`src/rtl/rtcs_defs.vh`:
```
// register map, field positions, reset values and keys of the rtc slice
`ifndef RTCS_DEFS_VH
`define RTCS_DEFS_VH
// register byte offsets
`define RTCS_CTRL_OFS      8'h08
`define RTCS_STAT_OFS      8'h0c
`define RTCS_PRE_OFS       8'h10
`define RTCS_WKR_OFS       8'h14
`define RTCS_ALM1_OFS      8'h1c
`define RTCS_ALM2_OFS      8'h20
`define RTCS_KEY_OFS       8'h24
`define RTCS_SUBS_OFS      8'h28
`define RTCS_SHIFT_OFS     8'h2c
// reset values
`define RTCS_PRE_RST       32'h007f00ff
`define RTCS_WKR_RST       16'hffff
`define RTCS_ALM_RST       32'h00000000
`define RTCS_CTRL_RST      32'h00000000
// control fields
`define RTCS_CTRL_WSEL_HI  2
`define RTCS_CTRL_WSEL_LO  0
`define RTCS_CTRL_ALM1_EN  8
`define RTCS_CTRL_ALM2_EN  9
`define RTCS_CTRL_WT_EN    10
// status fields
`define RTCS_ST_WT_FLAG    10
`define RTCS_ST_ALM2_FLAG  9
`define RTCS_ST_ALM1_FLAG  8
`define RTCS_ST_SYNCED     5
`define RTCS_ST_SHIFT_PEND 3
// prescaler fields
`define RTCS_PRE_ADIV_HI   22
`define RTCS_PRE_ADIV_LO   16
`define RTCS_PRE_SDIV_HI   14
`define RTCS_PRE_SDIV_LO   0
// alarm fields
`define RTCS_ALM_DATE_MASK 31
`define RTCS_ALM_WDAY_SEL  30
`define RTCS_ALM_HOUR_MASK 23
`define RTCS_ALM_MIN_MASK  15
`define RTCS_ALM_SEC_MASK  7
// shift fields
`define RTCS_SH_ADD1S      31
`define RTCS_SH_SUBTRACT_FRACTION_HI    14
// unlock key sequence
`define RTCS_KEY_FIRST     8'hca
`define RTCS_KEY_SECOND    8'h53
`endif

```
`src/rtl/rtcs_top.v`:
```
// rtc prescaler, wakeup timer, alarms, key port and shift unit
`timescale 1ns/10ps
`include "rtcs_defs.vh"
module rtcs_top (
	// apb slave
	input  wire        pclk,
	input  wire        presetn,
	input  wire        psel,
	input  wire        penable,
	input  wire        pwrite,
	input  wire [7:0]  paddr,
	input  wire [31:0] pwdata,
	output reg  [31:0] prdata,
	output reg         pready,
	output reg         pslverr,
	// kernel clock pin, sampled
	input  wire        rtc_kernel_clock,
	// calendar now, in alarm layout, and weekday
	input  wire [29:0] cal_time_date,
	input  wire [3:0]  cal_weekday,
	// events toward calendar and system
	output reg         one_second_tick,
	output reg         add_second_pulse,
	output reg         wakeup_flag,
	output reg         alarm_first_flag,
	output reg         alarm_second_flag
);

	// kernel clock synchroniser and filter
	reg        ks1_reg, ks2_reg, ks3_reg, kflt_reg;
	wire       kedge;
	// registers
	reg [31:0] ctrl_reg;
	reg [31:0] pre_reg;
	reg [15:0] wkr_reg;
	reg [31:0] alm1_reg, alm2_reg;
	reg        unlocked_reg, key_half_reg, synced_reg;
	reg        shift_pend_reg, sh_add_reg;
	reg [14:0] sh_subtract_fraction_reg;
	// counters
	reg [6:0]  acnt_reg;
	reg [15:0] scnt_reg;
	reg [15:0] scnt_next;
	reg [3:0]  wdiv_reg;
	reg [16:0] wcnt_reg;
	reg [16:0] wact_reg;
	reg        wakeup_timer_enable_d_reg, m1_d_reg, m2_d_reg;
	// decode
	wire       acc, wr, rd_phase, prot_ok, st_wr, mapped;
	wire       apre, wclk_ev, m1, m2;
	wire [2:0] wsel;
	reg [31:0] rdata;

	// alarm match with per-field masks
	function alarm_match;
		input [31:0] a;
		input [29:0] c;
		input [3:0]  wd;
		reg          dok;
		reg          hok;
		reg          mok;
		reg          sok;
		begin
			if (a[`RTCS_ALM_WDAY_SEL])
				dok = (a[27:24] == wd);
			else
				dok = (a[29:24] == c[29:24]);
			hok = (a[22:16] == c[22:16]);
			mok = (a[14:8] == c[14:8]);
			sok = (a[6:0] == c[6:0]);
			alarm_match = (dok | a[`RTCS_ALM_DATE_MASK])
				& (hok | a[`RTCS_ALM_HOUR_MASK])
				& (mok | a[`RTCS_ALM_MIN_MASK])
				& (sok | a[`RTCS_ALM_SEC_MASK]);
		end
	endfunction

	// three-stage sampling of the kernel clock pin
	always @(posedge pclk or negedge presetn) begin
		if (!presetn) begin
			ks1_reg  <= 1'b0;
			ks2_reg  <= 1'b0;
			ks3_reg  <= 1'b0;
			kflt_reg <= 1'b0;
		end else begin
			ks1_reg <= rtc_kernel_clock;
			ks2_reg <= ks1_reg;
			ks3_reg <= ks2_reg;
			if (ks2_reg == ks3_reg)
				kflt_reg <= ks3_reg;
		end
	end
	assign kedge = ks2_reg & ks3_reg & ~kflt_reg;

	// apb decode, one wait state per access
	assign acc      = psel & penable & pready;
	assign wr       = acc & pwrite;
	assign rd_phase = psel & penable & ~pready;
	assign st_wr    = wr & (paddr == `RTCS_STAT_OFS); // no unlock needed
	assign prot_ok  = wr & unlocked_reg;
	assign mapped   = (paddr[1:0] == 2'b00) &&
		((paddr == `RTCS_CTRL_OFS) || (paddr == `RTCS_STAT_OFS) ||
		 (paddr == `RTCS_PRE_OFS)  || (paddr == `RTCS_WKR_OFS)  ||
		 (paddr == `RTCS_ALM1_OFS) || (paddr == `RTCS_ALM2_OFS) ||
		 (paddr == `RTCS_KEY_OFS)  || (paddr == `RTCS_SUBS_OFS) ||
		 (paddr == `RTCS_SHIFT_OFS));

	// read mux
	always @* begin
		rdata = 32'h00000000;
		case (paddr)
		`RTCS_CTRL_OFS: rdata = ctrl_reg;
		`RTCS_STAT_OFS: begin
			rdata[`RTCS_ST_WT_FLAG]    = wakeup_flag;
			rdata[`RTCS_ST_ALM2_FLAG]  = alarm_second_flag;
			rdata[`RTCS_ST_ALM1_FLAG]  = alarm_first_flag;
			rdata[`RTCS_ST_SYNCED]     = synced_reg;
			rdata[`RTCS_ST_SHIFT_PEND] = shift_pend_reg;
		end
		`RTCS_PRE_OFS:  rdata = pre_reg;
		`RTCS_WKR_OFS:  rdata = {16'h0000, wkr_reg};
		`RTCS_ALM1_OFS: rdata = alm1_reg;
		`RTCS_ALM2_OFS: rdata = alm2_reg;
		`RTCS_SUBS_OFS: rdata = {16'h0000, scnt_reg};
		default:        rdata = 32'h00000000;
		endcase
	end

	// apb answer registers
	always @(posedge pclk or negedge presetn) begin
		if (!presetn) begin
			pready  <= 1'b0;
			pslverr <= 1'b0;
			prdata  <= 32'h00000000;
		end else begin
			pready  <= rd_phase;
			pslverr <= rd_phase & ~mapped;
			if (rd_phase)
				prdata <= rdata;
		end
	end

	// software registers
	always @(posedge pclk or negedge presetn) begin
		if (!presetn) begin
			ctrl_reg <= `RTCS_CTRL_RST;
			pre_reg  <= `RTCS_PRE_RST;
			wkr_reg  <= `RTCS_WKR_RST;
			alm1_reg <= `RTCS_ALM_RST;
			alm2_reg <= `RTCS_ALM_RST;
		end else if (prot_ok) begin
			case (paddr)
			`RTCS_CTRL_OFS: ctrl_reg <= {21'h000000, pwdata[10:8],
				5'h00, pwdata[2:0]};
			`RTCS_PRE_OFS:  pre_reg  <= {9'h000, pwdata[22:16],
				1'b0, pwdata[14:0]};
			`RTCS_WKR_OFS:  wkr_reg  <= pwdata[15:0];
			`RTCS_ALM1_OFS: alm1_reg <= pwdata;
			`RTCS_ALM2_OFS: alm2_reg <= pwdata;
			default:        ctrl_reg <= ctrl_reg;
			endcase
		end
	end

	always @(posedge pclk or negedge presetn) begin
		if (!presetn) begin
			unlocked_reg <= 1'b0;
			key_half_reg <= 1'b0;
		end else if (wr && paddr == `RTCS_KEY_OFS) begin
			if (pwdata[7:0] == `RTCS_KEY_FIRST) begin
				key_half_reg <= 1'b1;
				unlocked_reg <= 1'b0;
			end else if (key_half_reg &&
				pwdata[7:0] == `RTCS_KEY_SECOND) begin
				key_half_reg <= 1'b0;
				unlocked_reg <= 1'b1;
			end else begin
				key_half_reg <= 1'b0;
				unlocked_reg <= 1'b0;
			end
		end
	end

	always @(posedge pclk or negedge presetn) begin
		if (!presetn)
			acnt_reg <= 7'h00;
		else if (kedge) begin
			if (acnt_reg == 7'h00)
				acnt_reg <= pre_reg[`RTCS_PRE_ADIV_HI:`RTCS_PRE_ADIV_LO];
			else
				acnt_reg <= acnt_reg - 7'h01;
		end
	end
	assign apre = kedge & (acnt_reg == 7'h00);

	// sync counter next value, shift add
	always @* begin
		scnt_next = scnt_reg;
		if (shift_pend_reg && kedge)
			scnt_next = scnt_reg + {1'b0, sh_subtract_fraction_reg};
		else if (apre) begin
			if (scnt_reg == 16'h0000)
				scnt_next = {1'b0,
					pre_reg[`RTCS_PRE_SDIV_HI:`RTCS_PRE_SDIV_LO]};
			else
				scnt_next = scnt_reg - 16'h0001;
		end
	end

	// sync prescaler and one second tick
	always @(posedge pclk or negedge presetn) begin
		if (!presetn) begin
			scnt_reg        <= 16'h00ff;
			one_second_tick <= 1'b0;
		end else begin
			scnt_reg <= scnt_next;
			one_second_tick <= apre & ~(shift_pend_reg & kedge)
				& (scnt_reg == 16'h0000);
		end
	end

	// shift unit
	always @(posedge pclk or negedge presetn) begin
		if (!presetn) begin
			shift_pend_reg   <= 1'b0;
			sh_add_reg       <= 1'b0;
			sh_subtract_fraction_reg      <= 15'h0000;
			add_second_pulse <= 1'b0;
			synced_reg       <= 1'b0;
		end else begin
			add_second_pulse <= 1'b0;
			if (shift_pend_reg && kedge) begin
				shift_pend_reg <= 1'b0;
				add_second_pulse <= sh_add_reg;
				synced_reg <= 1'b1;
			end else if (prot_ok && paddr == `RTCS_SHIFT_OFS &&
				!shift_pend_reg) begin
				// only when idle; set on write
				shift_pend_reg <= 1'b1;
				sh_add_reg     <= pwdata[`RTCS_SH_ADD1S];
				sh_subtract_fraction_reg    <= pwdata[`RTCS_SH_SUBTRACT_FRACTION_HI:0];
				synced_reg     <= 1'b0;
			end else if (one_second_tick && !shift_pend_reg)
				synced_reg <= 1'b1;
			else if (st_wr && !pwdata[`RTCS_ST_SYNCED])
				synced_reg <= 1'b0;
		end
	end

	assign wsel    = ctrl_reg[`RTCS_CTRL_WSEL_HI:`RTCS_CTRL_WSEL_LO];
	assign wclk_ev = wsel[2] ? one_second_tick :
		(kedge && (wdiv_reg | ~(4'hf >> wsel[1:0])) == 4'hf);

	// kernel divider for wakeup clock
	always @(posedge pclk or negedge presetn) begin
		if (!presetn)
			wdiv_reg <= 4'h0;
		else if (kedge)
			wdiv_reg <= wdiv_reg + 4'h1;
	end

	always @(posedge pclk or negedge presetn) begin
		if (!presetn) begin
			wcnt_reg   <= 17'h00000;
			wact_reg   <= 17'h00000;
			wakeup_timer_enable_d_reg <= 1'b0;
		end else begin
			wakeup_timer_enable_d_reg <= ctrl_reg[`RTCS_CTRL_WT_EN];
			if (ctrl_reg[`RTCS_CTRL_WT_EN] && !wakeup_timer_enable_d_reg) begin
				wcnt_reg <= {wsel[2] & wsel[1], wkr_reg};
				wact_reg <= {wsel[2] & wsel[1], wkr_reg};
			end else if (wakeup_timer_enable_d_reg && wclk_ev) begin
				if (wcnt_reg == 17'h00000) begin
					// next period; select 010 one later
					wcnt_reg <= (wsel == 3'b010) ?
						wact_reg : {wsel[2] & wsel[1], wkr_reg};
					wact_reg <= {wsel[2] & wsel[1], wkr_reg};
				end else
					wcnt_reg <= wcnt_reg - 17'h00001;
			end
		end
	end

	assign m1 = ctrl_reg[`RTCS_CTRL_ALM1_EN] &
		alarm_match(alm1_reg, cal_time_date, cal_weekday);
	assign m2 = ctrl_reg[`RTCS_CTRL_ALM2_EN] &
		alarm_match(alm2_reg, cal_time_date, cal_weekday);

	// event flags: set wins over a write of zero
	always @(posedge pclk or negedge presetn) begin
		if (!presetn) begin
			m1_d_reg          <= 1'b0;
			m2_d_reg          <= 1'b0;
			wakeup_flag       <= 1'b0;
			alarm_first_flag  <= 1'b0;
			alarm_second_flag <= 1'b0;
		end else begin
			m1_d_reg <= m1;
			m2_d_reg <= m2;
			if (wakeup_timer_enable_d_reg && wclk_ev && wcnt_reg == 17'h00000)
				wakeup_flag <= 1'b1;
			else if (st_wr && !pwdata[`RTCS_ST_WT_FLAG])
				wakeup_flag <= 1'b0;
			if (m1 && !m1_d_reg)
				alarm_first_flag <= 1'b1;
			else if (st_wr && !pwdata[`RTCS_ST_ALM1_FLAG])
				alarm_first_flag <= 1'b0;
			if (m2 && !m2_d_reg)
				alarm_second_flag <= 1'b1;
			else if (st_wr && !pwdata[`RTCS_ST_ALM2_FLAG])
				alarm_second_flag <= 1'b0;
		end
	end

endmodule // rtcs_top

```
`config.mk`:
```
export PLATFORM = sky130hd
export DESIGN_NAME = rtcs_top
export DESIGN_NICKNAME = d
export VERILOG_FILES = /design/src/rtl/rtcs_top.v
export VERILOG_INCLUDE_DIRS = /design/src /design/src/rtl
export SDC_FILE = /design/constraint.sdc
export NUM_CORES = 1
export LEC_CHECK = 0
export BUFFER_PORTS_ARGS = -buffer_cell sky130_fd_sc_hd__buf_2
export CAP_MARGIN = 20
export CORE_ASPECT_RATIO = 0.8
export CORE_UTILIZATION = 50
export DETAILED_ROUTE_END_ITERATION = 12
export PLACE_DENSITY = 0.71
export SYNTH_ARGS = -nofsm -noshare
export SYNTH_HDL_FRONTEND = slang
export SYNTH_SLANG_ARGS = --single-unit
```
`constraint.sdc`:
```
create_clock -name pclk -period 3.05 [get_ports pclk]
set_input_delay 0.305 -clock pclk [delete_from_list [all_inputs] [get_ports pclk]]
set_output_delay 0.305 -clock pclk [all_outputs]
set_load 0.01 [all_outputs]
```
==> results of run 1 <==
synthesized netlist by cell type (7+ instances only):
master | count | area [µm²]
sky130_fd_sc_hd__a211oi_1 | 20 | 150.1
sky130_fd_sc_hd__a21o_1 | 8 | 60.06
sky130_fd_sc_hd__a21oi_1 | 40 | 200.2
sky130_fd_sc_hd__a221o_1 | 14 | 140.1
sky130_fd_sc_hd__a221oi_1 | 17 | 148.9
sky130_fd_sc_hd__a22oi_1 | 21 | 157.7
sky130_fd_sc_hd__a2bb2oi_1 | 7 | 61.31
sky130_fd_sc_hd__a31oi_1 | 17 | 106.4
sky130_fd_sc_hd__and3_1 | 9 | 56.30
sky130_fd_sc_hd__buf_1 | 13 | 48.80
sky130_fd_sc_hd__buf_2 | 8 | 40.04
sky130_fd_sc_hd__clkbuf_1 | 28 | 105.1
sky130_fd_sc_hd__dfrtp_1 | 196 | 4905
sky130_fd_sc_hd__dfstp_2 | 39 | 1025
sky130_fd_sc_hd__ha_1 | 21 | 262.8
sky130_fd_sc_hd__inv_1 | 21 | 78.83
sky130_fd_sc_hd__mux2_2 | 132 | 1486
sky130_fd_sc_hd__mux2_4 | 7 | 105.1
sky130_fd_sc_hd__mux2i_1 | 32 | 320.3
sky130_fd_sc_hd__nand2_1 | 88 | 330.3
sky130_fd_sc_hd__nand3_1 | 9 | 45.04
sky130_fd_sc_hd__nand4_1 | 11 | 68.82
sky130_fd_sc_hd__nor2_1 | 54 | 202.7
sky130_fd_sc_hd__nor3_1 | 20 | 100.1
sky130_fd_sc_hd__nor4_1 | 17 | 106.4
sky130_fd_sc_hd__o21a_1 | 9 | 67.56
sky130_fd_sc_hd__o21ai_0 | 67 | 335.3
sky130_fd_sc_hd__o22ai_1 | 7 | 43.79
sky130_fd_sc_hd__xnor2_1 | 36 | 315.3
sky130_fd_sc_hd__xor2_1 | 47 | 411.6
metal layers:
layer  vias up  global-route usage, %
met5         -                      0
met4         0                  7.092
met3        57                  4.047
met2       377                  41.35
met1      5000                  42.79
li1       4441                      -
cell type report:
| class | count | area, µm² | share of cell area [%] |
|---|---|---|---|
| Timing Repair Buffer | 151 | 923.4 | 6.405 |
| Multi-Input combinational cell | 815 | 6198 | 43.00 |
| Inverter | 22 | 82.58 | 0.5728 |
| Clock buffer | 31 | 688.2 | 4.773 |
| Sequential cell | 235 | 5929 | 41.13 |
| Tap cell | 318 | 397.9 | 2.760 |
| Clock inverter | 13 | 196.4 | 1.363 |
stage by stage:
stage | utilization (%) | worst slack (ns) | area (µm²)
finish | 59.14 | 0.4930 | 14420
CTS | 59.11 | 0.4914 | 14410
floorplan | - | 0.7177 | 12420
detailed placement | 55.40 | 0.4702 | 13500
global route | 59.14 | 0.3065 | 14420
global placement | 55.40 | 0.5077 | 13500
power by group through the flow:
stage	Sequential, mW	Clock, mW	Combinational (mW)
2_1_floorplan	3.48	0	0.657
3_3_place_gp	3.53	0	1.01
3_5_place_dp	3.53	0	1.04
4_1_cts	3.48	3.34	1.05
5_1_grt	3.50	3.46	1.18
6_report	3.48	3.30	1.07
worst max-delay path by stage:
stage / from / endpoint / slack, ns / depth (start not counted)
after floorplan: wcnt_reg[0]$_DFFE_PN0P_ / wact_reg[2]$_DFFE_PN0P_ / 0.72 / 8
after global placement: paddr[3] / alm2_reg[19]$_DFFE_PN0P_ / 0.51 / 6
after detailed placement: paddr[3] / alm2_reg[21]$_DFFE_PN0P_ / 0.47 / 6
after CTS: ks2_reg$_DFF_PN0_ / wcnt_reg[16]$_DFFE_PN0P_ / 0.49 / 8
after global routing: wcnt_reg[0]$_DFFE_PN0P_ / wcnt_reg[7]$_DFFE_PN0P_ / 0.31 / 9
final: scnt_reg[1]$_DFFE_PN1P_ / scnt_reg[11]$_DFFE_PN0P_ / 0.49 / 7
critical path: cells and delay by family, from the launching register on:
family                     cells  cell delay, ns
buffers and inverters          1            0.12
and+or+nand+nor                2            1.06
DFF                            1            0.40
AOI/OAI and AO/OA              3            0.55
adders and majority gates      1            0.25
cell families after synthesis:
family,count (synthesis),share of synthesized area [%]
flip-flops,235,47.75
buffers and inverters,73,2.378
AO/OA/AOI/OAI,271,14.98
AND/OR/NAND/NOR,268,11.37
multiplexers,171,15.40
XOR/XNOR,83,5.854
adder cells (fa/ha/maj),22,2.277
repair_timing:
| action | CTS | global route |
|---|---|---|
| hold buffers | 2 | 0 |
| resized for setup | 0 | 0 |
| hold endpoints to repair | 83 | 0 |
==> results.txt, run 1 <==
- For this block, the via count after detailed routing is 9875.
* Average size of a mapped cell: 11.06 µm²
- Average detailed-routed wire length per instance: 22.16 µm
* Destination of the worst hold path: alm2_reg[26]$_DFFE_PN0P_
- Tightest Hold Check Type: in -> reg
- Traced cell by cell, the critical path runs through inv_1 > ha_1 > or4b_1 > or2_1 > a2bb2oi_1 > o221ai_1 > o21ai_0.
- Of all nets on the critical path, the largest fanout is 15.
* Startpoint of the most critical hold path: pwdata[26]
- Number of nets in the final layout: 1351
* Number of violations of the max-capacitance limit: 0
* Inserted Diodes: 0
- Summing every instance area after synthesis gives 0.01242 mm².
- The clock passes through at most 3 buffers.
- Fin. max-slew vios: 0
* Cell internal power dissipation: 5.731 mW
- Area delta synth->final: 16.09%
- Before antenna repair, the detailed router went through 5 iterations.
- In the detailed route, the total length drawn on met3 is 2401 µm.
* Number of inserted filler cells in the final layout: 2057
* Sequential element share of the synthesized area: 47.75%
- Core region area: 0.02438 mm²
* Vertical die dimension: 143.0 µm
- Status: completed
- Power per cell area: 544.7 mW/mm²
- Asr flop ratio synth: 100.0%
* RD Place Congestion: 0.9137
- Post-detailed-route DRC marker count: 0
* Number of port buffers: 115
- After routing, the total negative slack on setup checks comes to 0 ns.
* Setup bufs post-CTS: 0
- At the pin with the least slew margin, the transition time is 0.8358 ns.
- Once the floorplan was initialized, standard cells occupied 50.94% of the core.
- The initial antenna violation count came to 0.
* Setup Viol. Count Final: 0
* I/O pins: 119
- Achievable frequency: 391.1 MHz
- Number of instances in the placed design: 1538
- Worst R2R Setup Slack: 0.49 ns
- The worst setup path is of the reg -> reg kind.
* Period Utilization, post-route: 83.84%
* Worst reg2reg path depth: 7
- The highest metal layer carrying signal wires in the routed design is met4.
- The later pin in the worst-skew pair is clocked with a latency of 0.53 ns.
* Post-Syn Nets: 1225
- Length of routed met2 wiring: 15140 µm
- In this run the critical register-to-register path is captured at scnt_reg[11]$_DFFE_PN0P_.
- Register share of total power: 44.4%
- Main synth FF type: sky130_fd_sc_hd__dfrtp_1
- Hold Violations, Final: 0
- Register clock-pin slew on the reported worst setup and hold paths: 0.07 ns
- The die is 178.2 µm wide.
- CTS tree: yes
* Setup repair after global routing missed its margin: false
* Clock network power share: 42.0%
- The worst setup path is launched from a register.
- Maximum VDD drop: 498.6 µV
- STA puts the critical path data required time at 3.42 ns.
- Static Leak: 6.701 nW
- Cts bufs inserted: 24
- Hold Path Cell Cnt: 2
* Non-filler instance count after layout: 1585
- Maximum level of the CTS H-tree: 1
- Post-route ant nets: 0
* Stage delay of the slowest cell on the critical path: 0.57 ns
- The via count of the first global-routing pass is 9490.
- The routed design has 35120 µm of wire.
- Number of placement rows: 51
* Sw power: 2.122 mW
* Slowest stage cell, crit path: sky130_fd_sc_hd__or4b_1
- Data arrival time of the critical path: 2.93 ns
* Pin count of the biggest net entering global routing: 104
* Gate Count Post-Synth: 1123
- Number of flip-flops and latches in the synthesized netlist: 235
- Starting DRT DRC Count: 898
- Headroom to the max-slew limit came out at 44.28%.
* Root buffer selected by CTS: sky130_fd_sc_hd__clkbuf_16
- Summing internal, switching and leakage power gives 7.853 mW.
- Global routing finished with a remaining overflow of 0.
* Worst r2r src: scnt_reg[1]$_DFFE_PN1P_
* Switching share of power: 27.03%
- Detailed placement finished with a half-perimeter wire length of 25170 µm.
* Share of layout cells above drive strength 1: 30.70%
- Area enclosed by the die boundary: 0.02547 mm²
- Sinks on the clock net: 235
* Total global routing track utilization: 27.97%
- Met1 routed wirelength after detailed routing: 16750 µm
* Max Clock Skew: 0.01157 ns
* Top library cells by usage in the layout, fill and taps aside: sky130_fd_sc_hd__dfrtp_1 (196), sky130_fd_sc_hd__mux2_2 (132), sky130_fd_sc_hd__buf_2 (114)
* Worst Hold Slack: 0.02483 ns
- Shortest period the worst path allows: 2.557 ns
- Per-cell via count in the routed design: 6.230
- Wire length of the first global-routing pass: 54410 µm
- The worst setup path is captured at a register.
- In this run, synthesis inferred 0 flip-flops with an integrated enable.
- Synthesis warning total: 0
- The library cell used most frequently in the layout, excluding fill and tap cells, is sky130_fd_sc_hd__dfrtp_1.
- Logic gate share of total power: 13.6%
- In this run, distinct cell masters in the synthesized netlist total 79.
(Power assumes the default switching activity.)
==> run 2: changes to the inputs <==
ABC_AREA = 1   (was default)
clock period = 2.52 ns   (was 3.05 ns; I/O delays follow)
==> run 2 against run 1 <==
Highest routed layer is now met5. Final area up 5.9%. Hold slack worse by 0.020 ns. Via count up 27%. Sequential share of layout area down 2.3 points. Setup slack worse by 0.11 ns. Final cell count up 45%. Synthesized cell count up 61%. Maximum frequency up 20%. Combinational power up 75%. Core utilization up 0.26 points. Clock power up 20%.
==> results.txt, run 2 <==
* Setup repair after global routing missed its margin: false
- WP data required: 2.92 ns
* Average detailed-routed wire length per instance: 17.09 µm
- Share of layout cells above drive strength 1: 13.79%
- Achievable frequency: 468.2 MHz
* DPL Wire Length: 29050 µm
- Including well taps, the total number of placed cells is 2247.
* Dominant cell by count in the synthesized netlist: sky130_fd_sc_hd__nand2_1
* Main synth FF type: sky130_fd_sc_hd__dfrtp_1
- The worst hold path begins at pwdata[17].
* Initial antenna violation count: 5
- The cell sitting at the root of the clock tree is a sky130_fd_sc_hd__clkbuf_16.
- Worst r2r src: wcnt_reg[0]$_DFFE_PN0P_
- The tool flagged a number of max-cap violations equal to 0.
- For this design the static power due to leakage is 7.602 nW.
* Synth area leaders: sky130_fd_sc_hd__dfrtp_1 (37%), sky130_fd_sc_hd__nand2_1 (18%), sky130_fd_sc_hd__dfstp_2 (7.7%), sky130_fd_sc_hd__o21ai_0 (7.4%), sky130_fd_sc_hd__inv_1 (5.7%)
- Number of global-route vias before repair: 11.74k
* Sinks on the clock net: 235
* Hold Violations, Final: 0
- The first routing iteration left 1064 violations.
- The die covers 0.02725 mm².
* Setup crit end kind: register
* Power per cell area: 666.7 mW/mm²
- Multiplexer area fraction after synthesis: 0.08470%
- The count of nets left with antenna violations once routing finished came out at 0.
- After detailed routing, the number of remaining DRC violations is 0.
- Summing over every cut layer, the via total after detailed routing is 12.51k.
* Number of flip-flops and latches in the synthesized netlist: 235
* Post-synthesis share of cell area spent on full adders, half adders and majority gates: 2.127%
- Synthesis produced a netlist with a net count of 1911.
- The worst register-to-register path ends at wcnt_reg[7]$_DFFE_PN0P_.
- Most common library cell in the layout ignoring fill and taps: sky130_fd_sc_hd__nand2_1
- For this run, the register share of the synthesized area comes to 44.60%.
- Top library cells by usage in the layout, fill and taps aside: sky130_fd_sc_hd__nand2_1 (625), sky130_fd_sc_hd__inv_1 (202), sky130_fd_sc_hd__o21ai_0 (196), sky130_fd_sc_hd__dfrtp_1 (196), sky130_fd_sc_hd__nor2_1 (119)
- After synthesis, the largest family of logic cells by area is simple AND/OR/NAND/NOR gates.
- Area fraction of the dominant cell type after synthesis: 36.89%
* Final core utilization: 59.41%
- Cell type with the highest aggregate area in the netlist: sky130_fd_sc_hd__dfrtp_1
- Worst reg2reg path depth: 9
- The cell area that synthesis handed to floorplanning was 0.01330 mm².
- Tightest Hold Check Type: in -> reg
- Worst slew margin: 53.78%
* Slew of the pin with the lowest slew margin: 0.6933 ns
- Max clock buf depth: 3
* Period Utilization, post-route: 84.75%
- Cell internal power dissipation: 7.105 mW
- After detailed routing, the total wire length is 39370 µm.
- Total power for the finished layout comes to 10.18 mW.
* Type of the setup path with the least slack: reg -> reg
- Number of placement rows: 52
- Register share of total power: 42.7%
* Drt pass-1 iters: 6
- Gate Count Post-Synth: 1809
- The die is 184.3 µm wide.
- Most common library cells after synthesis: sky130_fd_sc_hd__nand2_1 (625), sky130_fd_sc_hd__inv_1 (202), sky130_fd_sc_hd__dfrtp_1 (196), sky130_fd_sc_hd__o21ai_0 (196), sky130_fd_sc_hd__nor2_1 (120)
* Highest fanout seen on the critical path: 12
* CTS tree: yes
- At the placement stage, the worst setup path has a slack of 0.3765 ns.
- Data arrival time of the critical path: 2.54 ns
- In this run the number of H-tree levels came out at 1.
- Max Clock Skew: 0.01088 ns
* Per-cell via count in the routed design: 5.430
- The area growth from synthesis to layout is 14.83%.
* Synth Area in Compound Gates: 12.39%
- Hold Path Cell Cnt: 3
- The later pin in the worst-skew pair is clocked with a latency of 0.53 ns.
- Area fraction in and, or, nand and nor cells after synthesis: 29.22%
- Unique masters post-synth: 46
- After the last flow step, the layout net total stands at 2035.
- The worst register-to-register path has a setup slack of 0.38 ns.
- Clock network power share: 38.9%
- In this run switching power makes up 30.20% of total power.
- Post-Synth XOR/XNOR Area: 3.821%
- Once layout is complete, the cells apart from fillers number 2304.
- Pin count of the biggest net entering global routing: 97
* Core region area: 0.02570 mm²
- The congestion estimate from routability-driven global placement came to 0.9743.
- For this run, the number of Yosys warnings is 0.
* Cts bufs inserted: 24
- Asr flop ratio synth: 100.0%
- Final setup slack of the worst path: 0.3843 ns
* Maximum VDD drop: 449.2 µV
- Setup violations remaining at the end of the flow were counted as 0.
- EDFF count, synth: 0
- I/O pins: 119
- Total global routing track utilization: 29.60%
- Average size of a mapped cell: 7.350 µm²
- The first global-routing pass estimated 62730 µm of wire.
* Shortest period the worst path allows: 2.136 ns
* Status: completed
* Number of port buffers: 115
- After routing, the total negative slack on setup checks comes to 0 ns.
* Register clock-pin slew on the reported worst setup and hold paths: 0.06 ns
* Final global-route overflow total: 0
- Once the clock tree was built, the setup fixing pass inserted 0 buffers.
- STA classifies the critical path startpoint as a register.
- In this run the power spent charging and discharging nets is 3.074 mW.
- For hold timing, the worst endpoint is pre_reg[17]$_DFFE_PN1P_.
* Vertical die dimension: 147.9 µm
* Logic gate share of total power: 18.4%
- Once the floorplan was initialized, standard cells occupied 51.73% of the core.
- The final max-slew violation count was 0.
run 2: repair_timing:
item,CTS,global route
setup endpoints to repair,0,0
endpoints found under the hold margin,88,0
gates resized for setup,0,0
hold buffers,11,0
run 2: power by group through the flow:
stage,combinational [mW],clock [mW],sequential [mW]
2_1_floorplan,1.24,0,4.31
3_3_place_gp,1.78,0,4.39
3_5_place_dp,1.82,0,4.40
4_1_cts,1.85,4.00,4.33
5_1_grt,2.10,4.14,4.37
6_report,1.87,3.96,4.34
run 2: worst max-delay path by stage:
| stage | slack (ns) | cells past startpoint | from | to |
|---|---|---|---|---|
| 2_1_floorplan | 0.71 | 11 | scnt_reg[0]$_DFFE_PN1P_ | scnt_reg[12]$_DFFE_PN0P_ |
| 3_3_place_gp | 0.48 | 10 | paddr[7] | prdata[9]$_DFFE_PN0P_ |
| 3_5_place_dp | 0.38 | 7 | paddr[7] | alm2_reg[14]$_DFFE_PN0P_ |
| 4_1_cts | 0.43 | 9 | wcnt_reg[0]$_DFFE_PN0P_ | wcnt_reg[7]$_DFFE_PN0P_ |
| 5_1_grt | 0.17 | 9 | wcnt_reg[0]$_DFFE_PN0P_ | wcnt_reg[8]$_DFFE_PN0P_ |
| 6_report | 0.38 | 9 | wcnt_reg[0]$_DFFE_PN0P_ | wcnt_reg[7]$_DFFE_PN0P_ |
run 2: cell type report:
type / count / area, µm²
diodes: 2 / 5.005
clock buffers: 34 / 689.4
clock inverters: 10 / 181.4
fillers: 2423 / 10430
inverters: 209 / 784.5
multi-input cells: 1313 / 6337
flip-flops and latches: 235 / 5929
well taps: 351 / 439.2
repair buffers: 150 / 900.9
run 2: critical path, stage by stage (launching register included):
cell and delay [ns]:
sky130_fd_sc_hd__dfrtp_1 0.39, sky130_fd_sc_hd__inv_1 0.11, sky130_fd_sc_hd__ha_1 0.22, sky130_fd_sc_hd__nand3_1 0.17
sky130_fd_sc_hd__nor2_2 0.26, sky130_fd_sc_hd__nand2_1 0.10, sky130_fd_sc_hd__nor2_2 0.43, sky130_fd_sc_hd__o21ai_0 0.17
sky130_fd_sc_hd__nand3_1 0.09, sky130_fd_sc_hd__nand3_1 0.07
run 2: logic make-up (layout without fill, tap and decap cells):
logic type / after synthesis / count (layout)
mux: 1 / 1
buf+inv: 261 / 403
xor+xnor: 58 / 58
simple gates: 923 / 923
flops: 235 / 235
compound gates: 309 / 309
fa+ha+maj: 22 / 22
other cells: 0 / 2
run 2: routing by layer:
layer	share of wire (%)	global-route usage, %	routed length, µm
met1	45	43.80	17900
met2	43	43.81	16850
met4	2.7	8.083	1065
met5	0.10	0	41
met3	8.9	6.011	3507
run 2: per-stage QoR:
| step | area (µm²) | hold WS [ns] |
|---|---|---|
| 6_report | 15270 | 0.004367 |
| 5_1_grt | 15260 | 0.01355 |
| 4_1_cts | 15260 | 0.001200 |
| 3_5_place_dp | 14280 | 0.1455 |
| 3_3_place_gp | 14280 | 0.1458 |
| 2_1_floorplan | 13300 | -0.04359 |
